[src/wdt_consts.vh]
`ifndef WDT_CONSTS_VH
`define WDT_CONSTS_VH

// register byte offsets
`define WDT_OFF_CTRL     12'h000
`define WDT_OFF_RESTART  12'h004
`define WDT_OFF_STATUS   12'h008
`define WDT_OFF_MASK     12'h00C
`define WDT_OFF_COUNT    12'h010

// control field positions
`define WDT_CTRL_SEL_LO  0
`define WDT_CTRL_SEL_HI  1
`define WDT_CTRL_IE_BIT  2
`define WDT_CTRL_RE_BIT  3

// status / mask bit positions
`define WDT_ST_TIMEOUT   0
`define WDT_ST_RESET     1

// reset values
`define WDT_CTRL_RST     4'h0
`define WDT_MASK_RST     2'h0

// restart key written to the restart register
`define WDT_RESTART_KEY  32'h0000A5A5

// timeout exponents for select codes 00..11
`define WDT_EXP_SEL0     5'd15
`define WDT_EXP_SEL1     5'd18
`define WDT_EXP_SEL2     5'd21
`define WDT_EXP_SEL3     5'd24

// reset window length in system clock cycles
`define WDT_RESET_WINDOW 10'd512

// cycles the system reset output is held
`define WDT_RST_PULSE    4'd8

`endif

[src/system_watchdog_timer.v]
// The APB register port and the register addresses were decided locally.
`timescale 1ns/1ps
`include "wdt_consts.vh"

module system_watchdog_timer #(
  parameter CNT_W = 24
) (
  // apb slave
  input  wire        pclk,
  input  wire        presetn,
  input  wire        psel,
  input  wire        penable,
  input  wire        pwrite,
  input  wire [11:0] paddr,
  input  wire [31:0] pwdata,
  output reg  [31:0] prdata,
  output reg         pready,
  output reg         pslverr,
  // outputs to the system
  output reg         irq_q,
  output reg         sys_reset_q
);

  reg  [3:0]       ctrl_q;
  reg  [1:0]       status_q;
  reg  [1:0]       mask_q;
  reg  [CNT_W-1:0] count_q;
  reg  [3:0]       rst_cnt_q;
  reg              restart_q;
  reg              tmo_hit;
  reg  [1:0]       status_d;
  reg  [31:0]      rdata_d;
  reg              map_ok;
  wire [1:0]       timeout_select;
  wire             irq_en;
  wire             rst_en;
  wire             wr;
  wire             rd;
  wire             win_expired;
  wire             win_running;

  // timeout exponent for a select code
  function [4:0] sel_exp;
    input [1:0] sel;
    begin
      case (sel)
        2'b00:   sel_exp = `WDT_EXP_SEL0;
        2'b01:   sel_exp = `WDT_EXP_SEL1;
        2'b10:   sel_exp = `WDT_EXP_SEL2;
        default: sel_exp = `WDT_EXP_SEL3;
      endcase
    end
  endfunction

  assign timeout_select = ctrl_q[`WDT_CTRL_SEL_HI:`WDT_CTRL_SEL_LO];
  assign irq_en         = ctrl_q[`WDT_CTRL_IE_BIT];
  assign rst_en         = ctrl_q[`WDT_CTRL_RE_BIT];
  assign wr             = psel & penable & pwrite;
  assign rd             = psel & ~penable & ~pwrite;

  ////////////////////////////////////////////////////////////////////////////
  // address decode; every access completes in its first access cycle
  always @* begin
    map_ok = 1'b1;
    case (paddr)
      `WDT_OFF_CTRL:    rdata_d = {28'h0000000, ctrl_q};
      `WDT_OFF_RESTART: rdata_d = 32'h00000000;
      `WDT_OFF_STATUS:  rdata_d = {30'h00000000, status_q};
      `WDT_OFF_MASK:    rdata_d = {30'h00000000, mask_q};
      `WDT_OFF_COUNT:   rdata_d = {{(32-CNT_W){1'b0}}, count_q};
      default: begin
        rdata_d = 32'h00000000;
        map_ok  = 1'b0;
      end
    endcase
  end

  ////////////////////////////////////////////////////////////////////////////
  // apb response regs; ready is raised in setup so access is one cycle
  always @(posedge pclk or negedge presetn) begin
    if (!presetn) begin
      prdata  <= 32'h00000000;
      pready  <= 1'b0;
      pslverr <= 1'b0;
    end else begin
      pready  <= psel & ~penable;
      pslverr <= psel & ~penable & ~map_ok;
      if (rd)
        prdata <= rdata_d;
    end
  end

  ////////////////////////////////////////////////////////////////////////////
  // control and mask writes; restart needs a key so stray writes miss
  always @(posedge pclk or negedge presetn) begin
    if (!presetn) begin
      ctrl_q    <= `WDT_CTRL_RST;
      mask_q    <= `WDT_MASK_RST;
      restart_q <= 1'b0;
    end else begin
      restart_q <= wr && (paddr == `WDT_OFF_RESTART)
                   && (pwdata == `WDT_RESTART_KEY);
      if (wr && paddr == `WDT_OFF_CTRL)
        ctrl_q <= pwdata[3:0];
      if (wr && paddr == `WDT_OFF_MASK)
        mask_q <= pwdata[1:0];
    end
  end

  ////////////////////////////////////////////////////////////////////////////
  // timeout hit when the count reaches 2^n - 1 for the selected n
  always @* begin
    tmo_hit = (count_q[CNT_W-1:0] ==
               ((({{(CNT_W-1){1'b0}}, 1'b1}) << sel_exp(timeout_select))
                - {{(CNT_W-1){1'b0}}, 1'b1}));
    if (sel_exp(timeout_select) == 5'd24)
      tmo_hit = &count_q;
  end

  ////////////////////////////////////////////////////////////////////////////
  // free-running count; wraps at the period so timeouts repeat
  always @(posedge pclk or negedge presetn) begin
    if (!presetn)
      count_q <= {CNT_W{1'b0}};
    else if (restart_q || tmo_hit)
      count_q <= {CNT_W{1'b0}};
    else
      count_q <= count_q + {{(CNT_W-1){1'b0}}, 1'b1};
  end

  wdt_window u_window (
    .pclk      (pclk),
    .presetn   (presetn),
    .start     (tmo_hit),
    .clear     (restart_q),
    .expired_q (win_expired),
    .running_q (win_running)
  );

  ////////////////////////////////////////////////////////////////////////////
  // sticky status; a set in the same cycle as a clear wins
  always @* begin
    status_d = status_q;
    if (wr && paddr == `WDT_OFF_STATUS)
      status_d = status_q & ~pwdata[1:0];
    if (tmo_hit && irq_en)
      status_d[`WDT_ST_TIMEOUT] = 1'b1;
    if (win_expired)
      status_d[`WDT_ST_RESET] = 1'b1;
  end

  always @(posedge pclk or negedge presetn) begin
    if (!presetn) begin
      status_q <= 2'b00;
      irq_q    <= 1'b0;
    end else begin
      status_q <= status_d;
      irq_q    <= |(status_d & mask_q);
    end
  end

  ////////////////////////////////////////////////////////////////////////////
  // system reset pulse when the window runs out without a restart
  always @(posedge pclk or negedge presetn) begin
    if (!presetn) begin
      rst_cnt_q   <= 4'h0;
      sys_reset_q <= 1'b0;
    end else if (win_expired && rst_en) begin
      rst_cnt_q   <= `WDT_RST_PULSE;
      sys_reset_q <= 1'b1;
    end else if (rst_cnt_q != 4'h0) begin
      rst_cnt_q   <= rst_cnt_q - 4'h1;
      sys_reset_q <= (rst_cnt_q != 4'h1);
    end else begin
      sys_reset_q <= 1'b0;
    end
  end

endmodule // system_watchdog_timer

[src/wdt_window.v]
`timescale 1ns/1ps
`include "wdt_consts.vh"

module wdt_window (
  // clock and reset
  input  wire        pclk,
  input  wire        presetn,
  // control
  input  wire        start,
  input  wire        clear,
  // status
  output reg         expired_q,
  output reg         running_q
);

  reg  [9:0] cnt_q;

  ////////////////////////////////////////////////////////////////////////////
  // counts the reset window after each timeout; clear beats start
  always @(posedge pclk or negedge presetn) begin
    if (!presetn) begin
      cnt_q     <= 10'h000;
      running_q <= 1'b0;
      expired_q <= 1'b0;
    end else begin
      expired_q <= 1'b0;
      if (clear) begin
        running_q <= 1'b0;
        cnt_q     <= 10'h000;
      end else if (start && !running_q) begin
        running_q <= 1'b1;
        cnt_q     <= 10'h001;
      end else if (running_q) begin
        if (cnt_q == `WDT_RESET_WINDOW - 10'd1) begin
          running_q <= 1'b0;
          expired_q <= 1'b1;
          cnt_q     <= 10'h000;
        end else begin
          cnt_q <= cnt_q + 10'd1;
        end
      end
    end
  end

endmodule // wdt_window
[config.mk]
export PLATFORM = sky130hd
export DESIGN_NAME = system_watchdog_timer
export DESIGN_NICKNAME = d
export VERILOG_FILES = /design/src/system_watchdog_timer.v /design/src/wdt_window.v
export VERILOG_INCLUDE_DIRS = /design/src
export SDC_FILE = /design/constraint.sdc
export NUM_CORES = 1
export LEC_CHECK = 0
export ABC_AREA = 1
export BUFFER_PORTS_ARGS = -buffer_cell sky130_fd_sc_hd__buf_2
export CAP_MARGIN = 20
export CELL_PAD_IN_SITES_DETAIL_PLACEMENT = 0
export CELL_PAD_IN_SITES_GLOBAL_PLACEMENT = 1
export CORE_MARGIN = 2
export CORE_UTILIZATION = 44
export DETAILED_ROUTE_END_ITERATION = 7
export PLACE_DENSITY_LB_ADDON = 0.1
export SLEW_MARGIN = 20
export SYNTH_ARGS = -nofsm -noshare
export SYNTH_HDL_FRONTEND = slang
export SYNTH_HIERARCHICAL = 1
export SYNTH_SLANG_ARGS = --single-unit
[constraint.sdc]
create_clock -name pclk -period 5.8 [get_ports pclk]
set_input_delay 0.87 -clock pclk [delete_from_list [all_inputs] [get_ports pclk]]
set_output_delay 0.87 -clock pclk [all_outputs]
set_load 0.03 [all_outputs]
# Word level (Yosys, flattened, before mapping)
# Cells that the tools add are included.
dict set report word_totals {
  register_bits 85
  out_inout_bits 36
}
dict set report op_classes {
  addsub 4
  n_eq_ne 11
  shifts 1
  mux 24
  bitwise 11
  n_reduce_logical 18
}
# cell count
set ops {}
lappend ops {{$pmux W24 S4} 1}
lappend ops {{$mux W10} 4}
lappend ops {{$eq A32 B16 Y1 const B} 1}
lappend ops {{$add A24 B1 Y24 const B} 1}
lappend ops {{$eq A12 B4 Y1 const B} 2}
lappend ops {{$eq A24 B24 Y1} 1}
lappend ops {{$mux W24} 1}
lappend ops {{$reduce_and A24 Y1} 1}
lappend ops {{$shl A1 B5 Y24 const A} 1}
lappend ops {{$sub A24 B1 Y24 const B} 1}
lappend ops {{$pmux W5 S3} 1}
lappend ops {{$mux W1} 14}
lappend ops {{$eq A12 B3 Y1 const B} 1}
lappend ops {{$eq A12 B5 Y1 const B} 1}
lappend ops {{$logic_not A12 Y1} 1}
lappend ops {{$add A10 B1 Y10 const B} 1}
lappend ops {{$eq A10 B9 Y1 const B} 1}
lappend ops {{$logic_and A1 B1 Y1} 8}
lappend ops {{$mux W4} 2}
lappend ops {{$and A1 B1 Y1} 5}
lappend ops {{$eq A5 B5 Y1 const B} 1}
lappend ops {{$reduce_or A5 Y1} 1}
lappend ops {{$and A2 B2 Y2} 2}
lappend ops {{$ne A4 B1 Y1 const B} 1}
lappend ops {{other kinds (13)} 15}

# Depth between registers and ports, before layout
dict set report logic_depth {
  ltp_word 10
  mapped_depth 18
  ltp_nobuf 17
}

# Hierarchy
# Netlist, hierarchy kept.
# module n_inst cells_each area_per_inst_um2 seq_area_each_um2
set modules_own_cells {}
lappend modules_own_cells {system_watchdog_timer 1 447 3702.3 1626.6}
lappend modules_own_cells {wdt_window 1 86 674.4 300.3}

# Worst setup path after synthesis
# Ideal clock, no wire load.
dict set report synth_timing {
  kind {in2reg}
  start {input paddr[5]}
  end {register ctrl_q[2]}
  arrival_ns 1.935
  t_required_ns 5.675
  setup_slack_ns 3.740
  stages 7
  path_cell_list {nor3_1 > nand2_1 > inv_1 > nand4_1 > nor2_1 > nand2_1 > mux2_2}
}
dict set report synth_via {
  elab_chain_cells 2
}
# element line_no
set synth_lines {}
lappend synth_lines {{start, declared} system_watchdog_timer.v:14} ;# input wire [11:0] paddr,
lappend synth_lines {{$logic_not A12 Y1} n/a}
lappend synth_lines {{$logic_and A1 B1 Y1 (no line)} n/a}
lappend synth_lines {{end signal, assigned} system_watchdog_timer.v:97} ;# ctrl_q <= `WDT_CTRL_RST;
lappend synth_lines {{end signal, assigned} system_watchdog_timer.v:104} ;# ctrl_q <= pwdata[3:0];
lappend synth_lines {{end, declared} system_watchdog_timer.v:24} ;# reg [3:0] ctrl_q;
# Every way passes these cells.
# A chain may end at the register's enable or synchronous reset.

# Worst setup path after layout
dict set report layout_timing {
  start {register ctrl_q[0]}
  end {register count_q[23]}
}
dict set report layout_via {
  elab_chain_cells 8
  elab_cells_between_ends 11
  cone_classes {add/sub: 1; eq/ne: 4; shift: 1; mux: 3; reduce/logical: 2}
}
# element line_no
set layout_lines {}
lappend layout_lines {{$eq A2 B2 Y1 (tied with other cells)} system_watchdog_timer.v:46} ;# case (sel)
lappend layout_lines {{$pmux W5 S3 (*)} system_watchdog_timer.v:46}
lappend layout_lines {{$shl A1 B5 Y24} system_watchdog_timer.v:114} ;# ((({{(CNT_W-1){1'b0}}, 1'b1}) << sel_exp(timeout_select))
lappend layout_lines {{$sub A24 B1 Y24} system_watchdog_timer.v:115} ;# - {{(CNT_W-1){1'b0}}, 1'b1}));
lappend layout_lines {{$eq A24 B24 Y1} system_watchdog_timer.v:113} ;# tmo_hit = (count_q[CNT_W-1:0] ==
lappend layout_lines {{$mux W1 (*)} system_watchdog_timer.v:116} ;# if (sel_exp(timeout_select) == 5'd24)
lappend layout_lines {{via tmo_hit} system_watchdog_timer.v:30} ;# reg tmo_hit;
lappend layout_lines {{$logic_or A1 B1 Y1 (*)} system_watchdog_timer.v:125} ;# else if (restart_q || tmo_hit)
lappend layout_lines {{$mux W24 (*)} system_watchdog_timer.v:125}
lappend layout_lines {{end signal, assigned} system_watchdog_timer.v:124} ;# count_q <= {CNT_W{1'b0}};
lappend layout_lines {{end signal, assigned} system_watchdog_timer.v:126} ;# count_q <= {CNT_W{1'b0}};
lappend layout_lines {{end signal, assigned} system_watchdog_timer.v:128} ;# count_q <= count_q + {{(CNT_W-1){1'b0}}, 1'b1};
lappend layout_lines {{end, declared} system_watchdog_timer.v:27} ;# reg [CNT_W-1:0] count_q;
# The timed path passes the listed nets; every way through them passes the cells marked *.

==> out/summary.txt <==
Clock latency on the worst-skew pair = 350 ps
Post-DR vias/cell = 4.82
Rows = 36
Gr usage total = 19.0%
Final WS setup = 2860 ps
Iter 0 DRT Violations = 126
Worst-path clk slew = 80 ps
EDFF count, synth = 0
Design area = 0.00502 mm^2
Number of hold buffers added after CTS = 0
RSZ-0062 raised after global routing = no
Clk root buf = clkbuf_8
Pwr Density = 199 mW/mm^2
Crit. End Element = register
Sequential area share after synthesis = 44.0%
Grt ovf = 0
Max VDD drop = 99.7 uV
Mapped Cells = 533
R2R Setup Slk = 2860 ps
Routed Antenna Nets = 0
Area Growth Syn to Fin = 14.7%
Min-delay worst type = reg2reg
Worst-Margin Slew = 933 ps
Sum Neg Setup Slack = 0 ps
Syn Area/Cell = 8.21 um^2
Layout cells sized above 1 = 21.5%
Post-synth ARST share = 100%
PostCTS Resize Cnt = 0
Io pins = 85
FF+latch count, synth = 77
LEAKAGE = 2.48 nW
First-pass GRT wire length = 16700 um
Multi-input logic area = 0.00210 mm^2
Nets = 671
Gpl congestion = 0.851
# setup viols final = 0
Min-Delay Startpoint = prdata[16]
Core ar. = 0.00973 mm^2
Fmax = 0.340 GHz
Remaining DRCs = 0
Number of antenna violations at the first check in global routing = 0
Netlist cell types = 43
Worst Skew = 14.9 ps
Pre-CTS setup slack = 2000 ps
Drt first pass iters = 6
Final Hold Fails = 0
Post-layout minimum cycle time = 2940 ps
WP data arrival = 3170 ps
Yosys warnings = 6
Max-cap violations = 0
Post-Place Cell Area = 0.00481 mm^2
Initial Util = 45.0%
CP Launch Type = register
Fin util = 51.6%
Worst R2R Start = ctrl_q[0]
Sequential cell area = 0.00193 mm^2
Slew HR = 37.4%
Final period util = 50.8%
Fillcell total = 954
Synth Cell Area = 0.00438 mm^2
CTS tree = done
Number of global-route vias before repair = 3502
Cts bufs inserted = 9
Die Wd = 104 um
Routed WL = 9630 um
WL per Instance = 12.9 um
Crit Path Max Fanout = 14
PortBufs = 76
Max Buffers Root-to-Sink = 2
CP Launch Point = ctrl_q[0]
Routed vias = 3603
Crit path required time = 6020 ps
Sink Count = 77
Final Max Tran Viols = 0
Primary FF master, synth = dfrtp_1
Pin count of the biggest net entering global routing = 78
Ant. Diodes = 0
Worst Path Class, Setup = reg2reg
Setup Fix Bufs, Post-CTS = 0
Run status = complete, no violations
Die ar. = 0.0108 mm^2
Die H = 104 um
H-tree Lvls = 3
DP HPWL = 7210 um
==> per-stage QoR <==
step	hold slack, ps	instances	total power [mW]
global placement	461	731	0.597
detailed placement	466	731	0.598
finish	481	747	1.00
global route	505	747	1.04
floorplan	452	540	0.571
CTS	486	746	1.01
==> worst max-delay path: stages, from the launching register on <==
cell	delay, ps
dfrtp_1	460
inv_1	130
ha_1	360
o21ai_0	240
nand3_1	110
nand3_1	90
nand2_1	50
nor2_1	150
nand3_2	100
nand2_2	110
or2_1	560
buf_4	390
nor2_1	70
==> state kept, by name, indices dropped and copies added (netlist names), 2 cells and up <==
signal / flops
count_q: 24
prdata: 24
u_window/cnt_q: 10
ctrl_q: 4
rst_cnt_q: 4
mask_q: 2
status_q: 2
==> cell families (layout without fill, tap and decap cells) <==
group	count (synthesis)	after routing	share of synthesized area, %
AO/OA/AOI/OAI	49	49	6.52
AND/OR/NAND/NOR	287	287	31.4
buffers and inverters	79	153	8.58
XOR/XNOR	27	27	5.72
other	1	8	0.0857
flip-flops	77	77	44.0
multiplexers	1	1	0.257
adder cells (fa/ha/maj)	12	12	3.43
==> final cells by class <==
cell class / instances / area share, %
well taps: 133 / 3.32
clock inverters: 3 / 0.872
multi-input cells: 384 / 41.8
clock buffers: 12 / 3.09
inverters: 60 / 4.49
repair buffers: 78 / 8.00
flip-flops and latches: 77 / 38.4
==> cells in the mapped netlist, types with 2 or more instances <==
master	count	area [um^2]
o22ai_1	4	25.0
xor2_1	17	149
buf_12	2	40.0
o21ai_0	26	130
ha_1	12	150
o31ai_1	10	75.1
nor3_4	2	32.5
nor2_2	17	106
inv_2	4	15.0
nor3_1	7	35.0
dfrtp_1	77	1930
nand2_1	145	544
clkbuf_1	6	22.5
xnor2_1	9	78.8
nand4_1	11	68.8
nand2_2	2	12.5
buf_4	8	60.1
inv_1	55	206
buf_6	2	22.5
nor2_4	8	90.1
nor2_1	47	176
o21ai_1	3	15.0
a21oi_1	2	10.0
nor4_1	11	68.8
nand3_1	28	140
==> power by group <==
group	leakage (nW)	total (mW)	switching (mW)	internal, mW
Sequential	1.05	0.537	0.000284	0.537
Combinational	1.33	0.0490	0.0336	0.0155
Clock	0.103	0.414	0.193	0.221
==> metal layers <==
metal  vias to the layer above  track usage (%)  wire (um)
li1                       1859                -          -
met1                      1649             25.7       4700
met2                        85             31.5       4410
met3                        10             3.08        411
met4                         0             5.79        113
met5                         -                0          0
==> path summary, 6_finish.rpt <==
path	end	cells after the start
worst max-delay path	count_q[23]	12
worst min-delay path	prdata[16]	2
worst max register to register	count_q[23]	12
worst min register to register	prdata[16]	2
max in group asynchronous	count_q[1]	1
min in group asynchronous	prdata[23]	1
==> placed cells by master, fill, tap and decap left out, types with 2 or more instances in the layout <==
cell and count:
nand2_1 145, dfrtp_1 77, buf_2 75, inv_1 55
nor2_1 47, nand3_1 28, o21ai_0 26, xor2_1 17
nor2_2 17, ha_1 12, nand4_1 11, nor4_1 11
clkbuf_8 11, o31ai_1 10, xnor2_1 9, nor2_4 8
conb_1 8, nor3_1 7, inv_2 4, o22ai_1 4
o21ai_1 3, nor3_4 2, a21oi_1 2, nand2_2 2
buf_4 2
No activity file was read; power rests on OpenSTA's default activity.
